### src/rtl/sarseq_pkg.sv
// Shared constants and types for the successive-approximation sequencer
package sarseq_pkg;
   // Register indices as printed; byte address is four times the index
   localparam logic [9:0] SARSEQ_CSR_INDEX = 10'h070;
   localparam logic [9:0] SARSEQ_HIGH_INDEX = 10'h071;
   localparam logic [9:0] SARSEQ_LOW_INDEX = 10'h072;
   localparam logic [11:0] SARSEQ_CSR_ADDR = {SARSEQ_CSR_INDEX, 2'b00};
   localparam logic [11:0] SARSEQ_HIGH_ADDR = {SARSEQ_HIGH_INDEX, 2'b00};
   localparam logic [11:0] SARSEQ_LOW_ADDR = {SARSEQ_LOW_INDEX, 2'b00};
   // Control/status field positions
   localparam int SARSEQ_EOC_BIT = 7;
   localparam int SARSEQ_SPEED_BIT = 6;
   localparam int SARSEQ_ON_BIT = 5;
   localparam int SARSEQ_CHAN_LSB = 0;
   localparam int SARSEQ_CHAN_W = 4;
   localparam int SARSEQ_RES_W = 10;
   // Reset values
   localparam logic [7:0] SARSEQ_CSR_RESET = 8'h00;
   localparam logic [9:0] SARSEQ_RESULT_RESET = 10'h000;
   // Converter clock dividers and conversion shape
   localparam logic [1:0] SARSEQ_DIV_FAST_LAST = 2'h1;
   localparam logic [1:0] SARSEQ_DIV_SLOW_LAST = 2'h3;
   localparam logic [1:0] SARSEQ_SAMPLE_LAST = 2'h1;
   localparam logic [3:0] SARSEQ_MSB_INDEX = 4'h9;
   localparam logic [9:0] SARSEQ_FIRST_TRIAL = 10'h200;
   // Register select codes
   typedef enum logic [1:0] {SARSEQ_SEL_NONE, SARSEQ_SEL_CSR, SARSEQ_SEL_HIGH,
      SARSEQ_SEL_LOW} sarseq_sel_t;
   // Converter sequencing states
   typedef enum logic [1:0] {SARSEQ_IDLE, SARSEQ_SAMPLE, SARSEQ_CONVERT} sarseq_state_t;
endpackage

### src/rtl/sarseq_top.sv
// APB-reachable control and result logic of the 10-bit SAR converter
//
// Overview of operation
// - A 10-bit successive-approximation result lands in the result byte pair.
// - Exactly one of 16 analog inputs feeds the converter at a time.
// - Input above upper reference saturates: high byte FF, low byte 03.
// - Input below lower reference gives zero in both result bytes.
// - Four channel bits map codes 0 to 15 onto inputs 0 to 15.
// - While on, conversions of the chosen channel follow back to back.
// - Bit 5 on starts converting; off stops and aborts conversion.
// - Each completion sets read-only flag bit 7 and updates the result.
// - Reading the high byte or writing control/status clears the flag.
// - Results are not held; each completion overwrites both bytes.
// - Changing the channel aborts, clears the flag and restarts conversion.
// - Wait mode leaves the converter running as configured.
// - Halt disables the converter; software waits for stabilization afterwards.
// - High byte shows result bits 9..2 and is read-only.
// - Low byte shows result bits 1..0; bits 7..2 read zero.
`timescale 1ns/1ps
module sarseq_top
   import sarseq_pkg::*;
(
   input wire logic core_clk_in,
   input wire logic reset_in,
   input wire logic psel_in,
   input wire logic penable_in,
   input wire logic pwrite_in,
   input wire logic [11:0] paddr_in,
   input wire logic [31:0] pwdata_in,
   output logic [31:0] prdata_out,
   output logic pready_out,
   output logic pslverr_out,
   input wire logic halt_in,
   input wire logic comp_in,
   output logic [3:0] channel_select_out,
   output logic converter_enable_out,
   output logic sample_out,
   output logic [9:0] dac_code_out
);
   logic speed_q, speed_d;
   logic on_q, on_d;
   logic [3:0] chan_q, chan_d;
   logic eoc_q, eoc_d;
   logic [9:0] result_q, result_d;
   logic restart_q, restart_d;
   logic enable_q, enable_d;
   logic [31:0] prdata_q, prdata_d;
   logic pready_q, pready_d;
   logic pslverr_q, pslverr_d;
   logic run;
   logic access;
   logic csr_write;
   logic high_read;
   logic eng_done;
   logic [9:0] eng_result;
   logic [7:0] csr_view;

   // Maps a bus address onto one of the three registers
   function automatic sarseq_sel_t reg_sel(input logic [11:0] addr);
      if (addr == SARSEQ_CSR_ADDR)
         reg_sel = SARSEQ_SEL_CSR;
      else if (addr == SARSEQ_HIGH_ADDR)
         reg_sel = SARSEQ_SEL_HIGH;
      else if (addr == SARSEQ_LOW_ADDR)
         reg_sel = SARSEQ_SEL_LOW;
      else
         reg_sel = SARSEQ_SEL_NONE;
   endfunction

   // Completing edge of an APB transfer and its register side effects
   assign access = psel_in && penable_in && pready_q;
   assign csr_write = access && pwrite_in && (reg_sel(paddr_in) == SARSEQ_SEL_CSR);
   assign high_read = access && !pwrite_in && (reg_sel(paddr_in) == SARSEQ_SEL_HIGH);
   // Halt stops the converter; wait mode has no input and no effect
   assign run = on_q && !halt_in;
   // Control/status byte as seen by software; bit 4 reads zero
   assign csr_view = {eoc_q, speed_q, on_q, 1'b0, chan_q};

   // Control, flag and result next values
   always_comb
   begin
      speed_d = speed_q;
      on_d = on_q;
      chan_d = chan_q;
      eoc_d = eoc_q;
      result_d = result_q;
      restart_d = 1'b0;
      enable_d = run;
      if (csr_write)
      begin
         speed_d = pwdata_in[SARSEQ_SPEED_BIT];
         on_d = pwdata_in[SARSEQ_ON_BIT];
         chan_d = pwdata_in[SARSEQ_CHAN_LSB +: SARSEQ_CHAN_W];
         restart_d = (pwdata_in[SARSEQ_CHAN_LSB +: SARSEQ_CHAN_W] != chan_q);
         eoc_d = 1'b0;
      end
      if (high_read)
         eoc_d = 1'b0;
      // A completion in the same cycle as a clear wins
      if (eng_done)
      begin
         eoc_d = 1'b1;
         result_d = eng_result;
      end
   end

   // Control, flag and result registers
   always_ff @(posedge core_clk_in or posedge reset_in)
   begin
      if (reset_in)
      begin
         speed_q <= SARSEQ_CSR_RESET[SARSEQ_SPEED_BIT];
         on_q <= SARSEQ_CSR_RESET[SARSEQ_ON_BIT];
         chan_q <= SARSEQ_CSR_RESET[SARSEQ_CHAN_LSB +: SARSEQ_CHAN_W];
         eoc_q <= SARSEQ_CSR_RESET[SARSEQ_EOC_BIT];
         result_q <= SARSEQ_RESULT_RESET;
         restart_q <= 1'b0;
         enable_q <= 1'b0;
      end
      else
      begin
         speed_q <= speed_d;
         on_q <= on_d;
         chan_q <= chan_d;
         eoc_q <= eoc_d;
         result_q <= result_d;
         restart_q <= restart_d;
         enable_q <= enable_d;
      end
   end

   // APB answer prepared in the setup cycle, presented in the access cycle
   always_comb
   begin
      pready_d = psel_in && !penable_in && !pready_q;
      pslverr_d = pslverr_q;
      prdata_d = prdata_q;
      if (psel_in && !penable_in)
      begin
         pslverr_d = (reg_sel(paddr_in) == SARSEQ_SEL_NONE);
         prdata_d = 32'h0000_0000;
         if (!pwrite_in)
         begin
            if (reg_sel(paddr_in) == SARSEQ_SEL_CSR)
               prdata_d = {24'h00_0000, csr_view};
            else if (reg_sel(paddr_in) == SARSEQ_SEL_HIGH)
               prdata_d = {24'h00_0000, result_q[9:2]};
            else if (reg_sel(paddr_in) == SARSEQ_SEL_LOW)
               prdata_d = {30'h0000_0000, result_q[1:0]};
         end
      end
      else if (access)
      begin
         pslverr_d = 1'b0;
         prdata_d = 32'h0000_0000;
      end
   end

   // APB answer registers
   always_ff @(posedge core_clk_in or posedge reset_in)
   begin
      if (reset_in)
      begin
         prdata_q <= 32'h0000_0000;
         pready_q <= 1'b0;
         pslverr_q <= 1'b0;
      end
      else
      begin
         prdata_q <= prdata_d;
         pready_q <= pready_d;
         pslverr_q <= pslverr_d;
      end
   end

   // Conversion engine
   sarseq_engine u_engine (
      .core_clk_in(core_clk_in),
      .reset_in(reset_in),
      .run_in(run),
      .restart_in(restart_q),
      .fast_in(speed_q),
      .comp_in(comp_in),
      .sample_out(sample_out),
      .dac_code_out(dac_code_out),
      .done_out(eng_done),
      .result_out(eng_result)
   );

   assign prdata_out = prdata_q;
   assign pready_out = pready_q;
   assign pslverr_out = pslverr_q;
   assign channel_select_out = chan_q;
   assign converter_enable_out = enable_q;

   // Completion raises the flag on the next edge
   eoc_set_a: assert property (@(posedge core_clk_in) disable iff (reset_in)
      eng_done |=> (eoc_q && result_q == $past(eng_result)))
      else $error("completion did not set flag and result");
   // High-byte read without a completion clears the flag
   eoc_clear_a: assert property (@(posedge core_clk_in) disable iff (reset_in)
      (high_read && !eng_done) |=> !eoc_q)
      else $error("high byte read left flag set");
   // Control write without a completion clears the flag
   csr_clear_a: assert property (@(posedge core_clk_in) disable iff (reset_in)
      (csr_write && !eng_done) |=> !eoc_q)
      else $error("control write left flag set");
   // Channel change restarts with sampling two cycles later
   chan_restart_a: assert property (@(posedge core_clk_in) disable iff (reset_in)
      (csr_write && pwdata_in[3:0] != chan_q && pwdata_in[SARSEQ_ON_BIT] && !halt_in)
      |=> ##1 sample_out)
      else $error("channel change did not restart sampling");
   // No completion while the converter is off or halted
   off_quiet_a: assert property (@(posedge core_clk_in) disable iff (reset_in)
      (!on_q || halt_in) ##1 (!on_q || halt_in) |=> !eng_done)
      else $error("completion while converter disabled");
   // Halt drops the converter enable on the next edge
   halt_off_a: assert property (@(posedge core_clk_in) disable iff (reset_in)
      halt_in |=> !converter_enable_out)
      else $error("converter enabled during halt");
   // Low byte upper bits always read zero
   low_zero_a: assert property (@(posedge core_clk_in) disable iff (reset_in)
      (psel_in && !penable_in && !pwrite_in && reg_sel(paddr_in) == SARSEQ_SEL_LOW)
      |=> (prdata_out[31:2] == 30'h0000_0000 && prdata_out[1:0] == $past(result_q[1:0])))
      else $error("low byte read wrong");
   // High byte shows result bits nine to two
   high_view_a: assert property (@(posedge core_clk_in) disable iff (reset_in)
      (psel_in && !penable_in && !pwrite_in && reg_sel(paddr_in) == SARSEQ_SEL_HIGH)
      |=> (prdata_out == {24'h00_0000, $past(result_q[9:2])}))
      else $error("high byte read wrong");
   // Reserved bit never reads back as one
   rsvd_zero_a: assert property (@(posedge core_clk_in) disable iff (reset_in)
      (psel_in && !penable_in && !pwrite_in && reg_sel(paddr_in) == SARSEQ_SEL_CSR)
      |=> !prdata_out[4])
      else $error("reserved bit read as one");
   // Continuous mode: another completion follows within one slow conversion
   cont_conv_a: assert property (@(posedge core_clk_in) disable iff (reset_in)
      (eng_done && run && !csr_write) ##1 (run && !csr_write) [*8]
      |-> ##[1:60] (eng_done || !run || csr_write))
      else $error("continuous conversion stalled");
endmodule // sarseq_top

### src/rtl/sarseq_engine.sv
// Successive-approximation engine with converter clock divider
`timescale 1ns/1ps
module sarseq_engine
   import sarseq_pkg::*;
(
   input wire logic core_clk_in,
   input wire logic reset_in,
   input wire logic run_in,
   input wire logic restart_in,
   input wire logic fast_in,
   input wire logic comp_in,
   output logic sample_out,
   output logic [9:0] dac_code_out,
   output logic done_out,
   output logic [9:0] result_out
);
   sarseq_state_t state_q, state_d;
   logic [1:0] div_q, div_d;
   logic [1:0] cnt_q, cnt_d;
   logic [3:0] bit_q, bit_d;
   logic [9:0] trial_q, trial_d;
   logic [9:0] result_q, result_d;
   logic done_q, done_d;
   logic sample_q, sample_d;
   logic tick;
   logic [9:0] decided;

   // Converter clock is CPU clock divided by 2 or 4
   assign tick = (div_q == (fast_in ? SARSEQ_DIV_FAST_LAST : SARSEQ_DIV_SLOW_LAST));
   // Current bit kept when the comparator says input is above the trial
   assign decided = comp_in ? trial_q : (trial_q & ~(10'h001 << bit_q));

   // Next-state logic of the sequencer
   always_comb
   begin
      state_d = state_q;
      div_d = tick ? 2'h0 : div_q + 2'h1;
      cnt_d = cnt_q;
      bit_d = bit_q;
      trial_d = trial_q;
      result_d = result_q;
      done_d = 1'b0;
      if (!run_in)
      begin
         state_d = SARSEQ_IDLE;
         div_d = 2'h0;
      end
      else if (restart_in)
      begin
         state_d = SARSEQ_SAMPLE;
         cnt_d = 2'h0;
         div_d = 2'h0;
      end
      else
      begin
         case (state_q)
            SARSEQ_IDLE:
            begin
               state_d = SARSEQ_SAMPLE;
               cnt_d = 2'h0;
            end
            SARSEQ_SAMPLE:
            begin
               if (tick)
               begin
                  cnt_d = cnt_q + 2'h1;
                  if (cnt_q == SARSEQ_SAMPLE_LAST)
                  begin
                     state_d = SARSEQ_CONVERT;
                     bit_d = SARSEQ_MSB_INDEX;
                     trial_d = SARSEQ_FIRST_TRIAL;
                  end
               end
            end
            SARSEQ_CONVERT:
            begin
               if (tick)
               begin
                  trial_d = decided;
                  if (bit_q == 4'h0)
                  begin
                     result_d = decided;
                     done_d = 1'b1;
                     state_d = SARSEQ_SAMPLE;
                     cnt_d = 2'h0;
                  end
                  else
                  begin
                     bit_d = bit_q - 4'h1;
                     trial_d = decided | (10'h001 << (bit_q - 4'h1));
                  end
               end
            end
            default: state_d = SARSEQ_IDLE;
         endcase
      end
      sample_d = (state_d == SARSEQ_SAMPLE);
   end

   // Sequencer registers
   always_ff @(posedge core_clk_in or posedge reset_in)
   begin
      if (reset_in)
      begin
         state_q <= SARSEQ_IDLE;
         div_q <= 2'h0;
         cnt_q <= 2'h0;
         bit_q <= 4'h0;
         trial_q <= SARSEQ_RESULT_RESET;
         result_q <= SARSEQ_RESULT_RESET;
         done_q <= 1'b0;
         sample_q <= 1'b0;
      end
      else
      begin
         state_q <= state_d;
         div_q <= div_d;
         cnt_q <= cnt_d;
         bit_q <= bit_d;
         trial_q <= trial_d;
         result_q <= result_d;
         done_q <= done_d;
         sample_q <= sample_d;
      end
   end

   assign sample_out = sample_q;
   assign dac_code_out = trial_q;
   assign done_out = done_q;
   assign result_out = result_q;

   // Input above the upper reference saturates at full scale
   sat_high_a: assert property (@(posedge core_clk_in) disable iff (reset_in)
      (run_in && !restart_in && state_q == SARSEQ_CONVERT && tick && bit_q == 4'h0
      && comp_in && trial_q == 10'h3FF) |=> (done_q && result_q == 10'h3FF))
      else $error("full-scale input did not give 3FF");
   // Input below the lower reference gives zero
   sat_low_a: assert property (@(posedge core_clk_in) disable iff (reset_in)
      (run_in && !restart_in && state_q == SARSEQ_CONVERT && tick && bit_q == 4'h0
      && !comp_in && trial_q == 10'h001) |=> (done_q && result_q == 10'h000))
      else $error("below-scale input did not give zero");
   // Fast converter clock ticks every second cycle
   div_fast_a: assert property (@(posedge core_clk_in) disable iff (reset_in)
      (fast_in && run_in && tick) ##1 (fast_in && run_in && !restart_in) ##1 fast_in
      |-> tick)
      else $error("divide-by-two tick missing");
endmodule // sarseq_engine

### config.mk
export PLATFORM = sky130hd
export DESIGN_NAME = sarseq_top
export DESIGN_NICKNAME = d
export VERILOG_FILES = /design/src/rtl/sarseq_pkg.sv /design/src/rtl/sarseq_top.sv /design/src/rtl/sarseq_engine.sv
export SDC_FILE = /design/constraint.sdc
export NUM_CORES = 1
export LEC_CHECK = 0
export BUFFER_PORTS_ARGS = -buffer_cell sky130_fd_sc_hd__buf_2
export CORE_ASPECT_RATIO = 1.5
export CORE_MARGIN = 1
export CORE_UTILIZATION = 30
export DETAILED_ROUTE_END_ITERATION = 8
export SLEW_MARGIN = 30
export SYNTH_ARGS = -nofsm -noshare
export SYNTH_HDL_FRONTEND = slang
export SYNTH_SLANG_ARGS = --single-unit
### constraint.sdc
create_clock -name core_clk_in -period 3.8 [get_ports core_clk_in]
set_input_delay 0.57 -clock core_clk_in [delete_from_list [all_inputs] [get_ports core_clk_in]]
set_output_delay 0.57 -clock core_clk_in [all_outputs]
set_load 0.02 [all_outputs]
==> metrics.csv, run 1 <==
stage;metric;value;unit
drt;routed vias/inst;4.72;
place;Post-DP Area;3590;um2
grt;initial antenna violation count;0;
critical_path;worst path cell trace;inv_1, ha_1, o2111ai_1, nor3_1, a22o_1;
power_and_ir_drop;PwrDens;392;nW/um2
critical_path;CP required;4.06;ns
drt;Avg WL per Cell;14.0;um
timing;Final Hold Fails;0;
critical_path;R2R cell count;5;
timing;worst slew pin tran;0.854;ns
clock_tree;Post-CTS Setup Bufs;0;
floorplan;Initial Utilization;31.0;%
timing;Setup-failing EPs final;0;
drt;Starting DRT DRC Count;102;
critical_path;crit-path max cell delay;0.65;ns
logic_synthesis;#FFs+latches synth;61;
cells_and_area;Layout area overhead;18.4;%
floorplan;Site Rows;46;
clock_tree;CTS Hold Bufs;0;
grt;largest net degree at the start of global routing;38;
drt;Routed WL;7380;um
logic_synthesis;EDFF count, synth;0;
grt;Global Route Usage Sum;13.9;%
critical_path;Critical path origin;u_engine.state_q[0];
critical_path;crit path DAT;2.64;ns
floorplan;io pins;101;
floorplan;Die Area;11400;um2
critical_path;worst r2r dst;u_engine.dac_code_out[7];
cells_and_area;Reg area;1530;um2
grt;first-pass GRT wire length;12000;um
timing;Clock Skew;0.00356;ns
power_and_ir_drop;IR drop worst, VDD;0.000191;V
cells_and_area;final core utilization;36.7;%
timing;TNS Setup;0;ns
critical_path;startpoint types;register;
critical_path;reg2reg setup slack;1.43;ns
grt;number of global-route vias before repair;2460;
timing;fmax;421;MHz
flow_run;Max-cap violations;0;
place;Port Buffer Count;50;
logic_synthesis;cell taking the most area after synthesis;dfrtp_1;
clock_tree;Max clock buf depth;2;
drt;Final ANT Viol Nets;0;
place;hpwl dp;5510;um
timing;RSZ-0062 raised after global routing;false;
cells_and_area;post-layout net count;439;
grt;total gr overflow;0;
timing;hold slack;0.404;ns
cells_and_area;# fillers;1095;
logic_synthesis;Synth warnings;0;
clock_tree;total CTS buffers;9;
timing;Worst slew margin;43.0;%
clock_tree;Worst-Skew Late Latency;0.33;ns
clock_tree;CTS resizes;0;
logic_synthesis;sequential share of the synthesized area;46.5;%
critical_path;CP Class;reg -> reg;
clock_tree;TritonCTS clock tree;done;
floorplan;Die W;87.4;um
drt;DRC viols;0;
floorplan;chip height;130;um
cells_and_area;Ant. Diodes;0;
power_and_ir_drop;leakage component of the power;1.91;nW
clock_tree;Clk pin slew, worst setup/hold paths;0.05;ns
logic_synthesis;ys flop type;dfrtp_1;
logic_synthesis;Netlist cell types;48;
clock_tree;CTS root buf;clkbuf_16;
logic_synthesis;Yosys top cell area share;46.5;%
critical_path;element type at the critical path end;register;
logic_synthesis;Gate Count Post-Synth;325;
cells_and_area;multi-input logic area;1530;um2
critical_path;CP max stage cell;nor3_1;
outcome;status;finished, final reports clean;
cells_and_area;layout cells sized above 1;23.6;%
logic_synthesis;Mapped Avg Cell Area;10.1;um2
timing;max-slew violation count;0;
timing;Final period util;62.5;%
power_and_ir_drop;Overall Power;1.52;mW
drt;1st-pass router iterations;4;
critical_path;critical path fanouts, max;12;
place;final RePlAce weighted congestion;0.842;
clock_tree;H-tree Lvls;3;
floorplan;Core ar.;10600;um2
critical_path;Critical R2R Launch;u_engine.state_q[0];
worst_hold_path;HP Class;in -> async;
clock_tree;CTS sink cnt;61;
critical_path;crit path to;u_engine.dac_code_out[7];
timing;Tmin final;2.37;ns
logic_synthesis;Post-synth ARST share;100;%
drt;routed via count;2483;
logic_synthesis;Mapped Area;3280;um2
logic_synthesis;Synth area leaders;dfrtp_1 47%, buf_4 5.5%, mux2_2 5.5%;
cells_and_area;Finished Cell Area;3880;um2
## kinds of logic after synthesis
logic type | after synthesis | synth area share [%]
fa+ha+maj | 11 | 4.20
xor+xnor | 7 | 2.10
simple gates | 86 | 14.6
flops | 61 | 46.5
compound gates | 75 | 14.7
buf+inv | 59 | 9.50
mux | 25 | 8.24
other cells | 1 | 0.114
## metal layers
metal,global-route usage [%],up-vias,wire length [um],share of wire [%]
met5,0,-,0,0
met4,8.00,0,209,2.8
met3,2.85,16,292,4.0
met2,24.5,78,3830,52
met1,15.4,1181,3040,41
li1,-,1208,-,-
## power by group
part	switching, mW	leakage (nW)	internal (mW)	total, mW
clock network	0.279	0.143	0.523	0.801
registers	0.00107	0.829	0.652	0.653
logic	0.0521	0.937	0.0166	0.0687
total	0.332	1.91	1.19	1.52
## flip-flops by register name, indices dropped and copies added (netlist names), 2 cells and up
register               cells
prdata_out                 8
u_engine.result_out       10
u_engine.bit_q             4
u_engine.cnt_q             2
u_engine.div_q             2
channel_select_out         4
result_q                  10
u_engine.state_q           2
u_engine.dac_code_out     10
## synth_stat cells (all sizes together), types with 4 or more instances
cell    number
xor2         6
a21oi       10
nor3        10
mux2i        9
a32o         5
ha          11
a22o         6
mux2        16
o31ai        8
nor2        11
a31oi        9
nand2       29
nor2b        5
o21ai       26
buf         25
clkbuf       8
nand2b       4
nand3        4
dfrtp       61
inv         26
and2         6
## how the worst min path moves through the flow
stage,end,slack (ns),depth (start not counted)
detailed placement,pready_out,0.47,1
finish,result_q[5],0.40,2
global route,speed_q,0.47,2
floorplan,u_engine.result_out[8],0.44,2
CTS,prdata_out[3],0.42,2
global placement,pready_out,0.46,1
## cells in the final DEF (no fill, tap or decap), types with 2 or more instances in the layout
master	netlist	layout
nand2_1	29	29
dfrtp_1	61	61
o21ai_0	23	23
xor2_1	5	5
clkbuf_1	8	2
nor4_1	2	2
inv_1	26	25
nand3_1	4	4
mux2i_1	9	9
nor2_1	11	11
o211ai_1	2	2
buf_2	0	50
a21o_1	2	2
and2_1	6	6
nor3_1	9	9
o31ai_1	8	8
nor2b_1	5	5
a32o_1	5	5
o21ai_1	3	3
ha_1	11	11
a22o_1	6	6
and4bb_2	2	2
clkbuf_16	0	9
nand2b_1	4	4
a31oi_1	9	9
nand4_1	2	2
a21oi_1	10	10
mux2_2	16	16
clkinv_2	0	2
conb_1	1	24
o22ai_1	3	3
## stage by stage
stage / std cells / setup WS (ns)
3_3_place_gp: 510 / 1.41
3_5_place_dp: 510 / 1.42
6_report: 526 / 1.43
2_1_floorplan: 348 / 1.72
5_1_grt: 526 / 1.22
4_1_cts: 526 / 1.43
## critical path: cells and delay by family, from the launching register on
family	cells	cell delay, ns
buffers and inverters	1	0.10
flip-flops	1	0.42
AND/OR/NAND/NOR	1	0.65
adder cells (fa/ha/maj)	1	0.39
AO/OA/AOI/OAI	2	0.74
## cell type report
| type | instances | area share (%) |
|---|---|---|
| Multi-Input combinational cell | 228 | 39.4 |
| Sequential cell | 61 | 39.3 |
| Timing Repair Buffer | 51 | 6.63 |
| Clock buffer | 12 | 6.34 |
| Tap cell | 144 | 4.64 |
| Inverter | 26 | 2.51 |
| Clock inverter | 4 | 1.22 |
Note: power is estimated with default switching activity, not from simulation.
==> inputs of run 2 (changes only) <==
clock period = 1.9 ns   (was 3.8 ns; I/O delays follow)
==> run 2 against run 1 <==
  * Clock skew is 0.0013 ns higher
  * Global-route usage rose by 0.54 points
  * Design area rose by 7.1%
  * Sequential cell count stayed put
  * Clock power up 130%
  * Routed wire length increased by 2.8%
  * Clock-buffer cell count is 3 lower
  * Critical path depth grew 1
  * Critical path type unchanged
  * Critical endpoint is now u_engine.bit_q[0]
  * Largest cell class unchanged
  * Highest routed layer unchanged
==> metrics.csv, run 2 (synthesis gave the netlist of run 1 again) <==
stage;metric;value;unit;change
cells_and_area;multi-input logic area;1540;um2;+0.90%
clock_tree;Max clock buf depth;2;;unchanged
cells_and_area;commonest cells after routing, fill and taps aside;61 x dfrtp_1, 50 x buf_2, 29 x nand2_1, 26 x buf_4, 25 x inv_1;;
place;Post-DP Area;3800;um2;+5.8%
cells_and_area;commonest non-fill, non-tap cell in the layout;dfrtp_1;;
cells_and_area;post-layout net count;465;;+5.9%
power_and_ir_drop;PwrDens;801;nW/um2;+100%
clock_tree;CTS root buf;clkbuf_16;;
timing;Worst slew margin;59.0;%;+16 points
cells_and_area;layout cells sized above 1;29.2;%;+5.6 points
cells_and_area;Reg area;1530;um2;unchanged
drt;Routed WL;7590;um;+2.8%
critical_path;CP Class;reg -> reg;;
outcome;status;finished, final reports clean;;
drt;Starting DRT DRC Count;112;;+9.8%
drt;1st-pass router iterations;4;;unchanged
floorplan;chip height;130;um;unchanged
grt;initial antenna violation count;0;;unchanged
clock_tree;TritonCTS clock tree;done;;
clock_tree;Worst-Skew Late Latency;0.33;ns;about the same
critical_path;CP max stage cell;dfrtp_1;;
grt;number of global-route vias before repair;2502;;+1.7%
power_and_ir_drop;IR drop worst, VDD;0.000457;V;+140%
timing;Tmin final;1.80;ns;-0.574 ns
worst_hold_path;HP Class;in -> async;;
flow_run;Max-cap violations;0;;unchanged
critical_path;crit path DAT;2.01;ns;-0.63 ns
grt;Global Route Usage Sum;14.5;%;+0.54 points
clock_tree;total CTS buffers;9;;unchanged
timing;fmax;556;MHz;+32%
cells_and_area;Finished Cell Area;4160;um2;+7.1%
floorplan;Initial Utilization;31.0;%;unchanged
clock_tree;Post-CTS Setup Bufs;0;;unchanged
critical_path;worst path cell trace;inv_1, ha_1, and4bb_2, nor3b_4, and4_1, a21oi_1;;
critical_path;element type at the critical path end;register;;
timing;Clock Skew;0.00484;ns;+0.00128 ns
floorplan;Core ar.;10600;um2;unchanged
timing;Final period util;94.7;%;+32 points
grt;first-pass GRT wire length;12400;um;+3.7%
critical_path;critical path fanouts, max;5;;-7
drt;Final ANT Viol Nets;0;;unchanged
place;Port Buffer Count;50;;unchanged
timing;worst slew pin tran;0.611;ns;-0.243 ns
drt;routed via count;2590;;+4.3%
cells_and_area;Ant. Diodes;0;;unchanged
cells_and_area;Finished Layout Cells;552;;+4.9%
place;final RePlAce weighted congestion;0.810;;-3.8%
floorplan;Site Rows;46;;unchanged
timing;max-slew violation count;0;;unchanged
timing;Final Hold Fails;0;;unchanged
place;pre-CTS WS;0.0502;ns;-1.37 ns
floorplan;Die Area;11400;um2;unchanged
floorplan;io pins;101;;unchanged
cells_and_area;# fillers;1090;;-0.46%
timing;Setup-failing EPs final;0;;unchanged
clock_tree;H-tree Lvls;3;;unchanged
clock_tree;CTS sink cnt;61;;unchanged
timing;RSZ-0062 raised after global routing;false;;
place;hpwl dp;5890;um;+6.8%
timing;TNS Setup;0;ns;unchanged
place;Inst Count DP;536;;+5.1%
critical_path;startpoint types;register;;
critical_path;crit-path max cell delay;0.42;ns;-0.23 ns
floorplan;Die W;87.4;um;unchanged
drt;routed vias/inst;4.69;;-0.60%
critical_path;CP required;2.11;ns;-1.95 ns
cells_and_area;Layout area overhead;26.8;%;
grt;total gr overflow;0;;unchanged
grt;largest net degree at the start of global routing;28;;-26%
drt;DRC viols;0;;unchanged
timing;post-route setup slack;0.100;ns;-1.33 ns
clock_tree;Clk pin slew, worst setup/hold paths;0.06;ns;about the same
drt;Avg WL per Cell;13.7;um;-2.0%
power_and_ir_drop;leakage component of the power;2.07;nW;+8.7%
critical_path;reg2reg setup slack;0.1;ns;-1.33 ns
[run 2: changes by cell type in the layout (fill, tap and decap cells not counted), moves of 2 or more]
cell,previous run,this run
clkinv_4,0,2
buf_4,1,26
bufinv_16,1,3
clkbuf_1,2,0
[run 2: power breakdown]
group	switching, mW	internal, mW
Combinational	0.106	0.0387
Clock	0.594	1.29
Sequential	0.00227	1.30
Total	0.702	2.63
[run 2: critical path: cells and delay by family, from the launching register on]
| family | cells | cell delay [ns] |
|---|---|---|
| compound gates | 1 | 0.09 |
| buf+inv | 1 | 0.09 |
| flops | 1 | 0.42 |
| fa+ha+maj | 1 | 0.25 |
| simple gates | 3 | 0.83 |
[run 2: per-layer routing]
metal	track usage (%)	up-vias	wire length, um
li1	-	1256	-
met1	16.0	1239	3050
met2	25.9	83	4060
met3	3.23	12	297
met4	7.04	0	172
met5	0	-	0
[run 2: cell type report]
class,count,area share (%)
Multi-Input combinational cell,228,37.1
Tap cell,144,4.33
Clock inverter,7,2.92
Timing Repair Buffer,77,11.2
Sequential cell,61,36.7
Clock buffer,9,5.42
Inverter,26,2.35
[run 2: path summary, 6_finish.rpt]
| kind | start | endpoint | cells after the start |
|---|---|---|---|
| max in group asynchronous | reset_in | u_engine.bit_q[2] | 3 |
| setup reg to reg | u_engine.state_q[0] | u_engine.bit_q[0] | 6 |
| min in group core_clk_in | pwdata_in[5] | on_q | 2 |
| hold / removal | reset_in | u_engine.dac_code_out[6] | 2 |
| hold reg to reg | u_engine.result_out[8] | u_engine.result_out[8] | 2 |
| setup / recovery | u_engine.state_q[0] | u_engine.bit_q[0] | 6 |
[run 2: repair_timing]
| action | in CTS | in global routing |
|---|---|---|
| setup endpoints to repair | 0 | 4 |
| hold buffers | 0 | 0 |
| endpoints found under the hold margin | 0 | 0 |
| gates resized for setup | 0 | 2 |
[run 2: stage by stage]
step | util, % | hold WS (ns) | power, mW
3_5_place_dp | 35.9 | 0.361 | 1.47
3_3_place_gp | 35.9 | 0.356 | 1.47
2_1_floorplan | - | 0.437 | 1.46
5_1_grt | 39.3 | 0.0388 | 3.46
4_1_cts | 39.1 | 0.0129 | 3.38
6_report | 39.3 | 0.000730 | 3.33
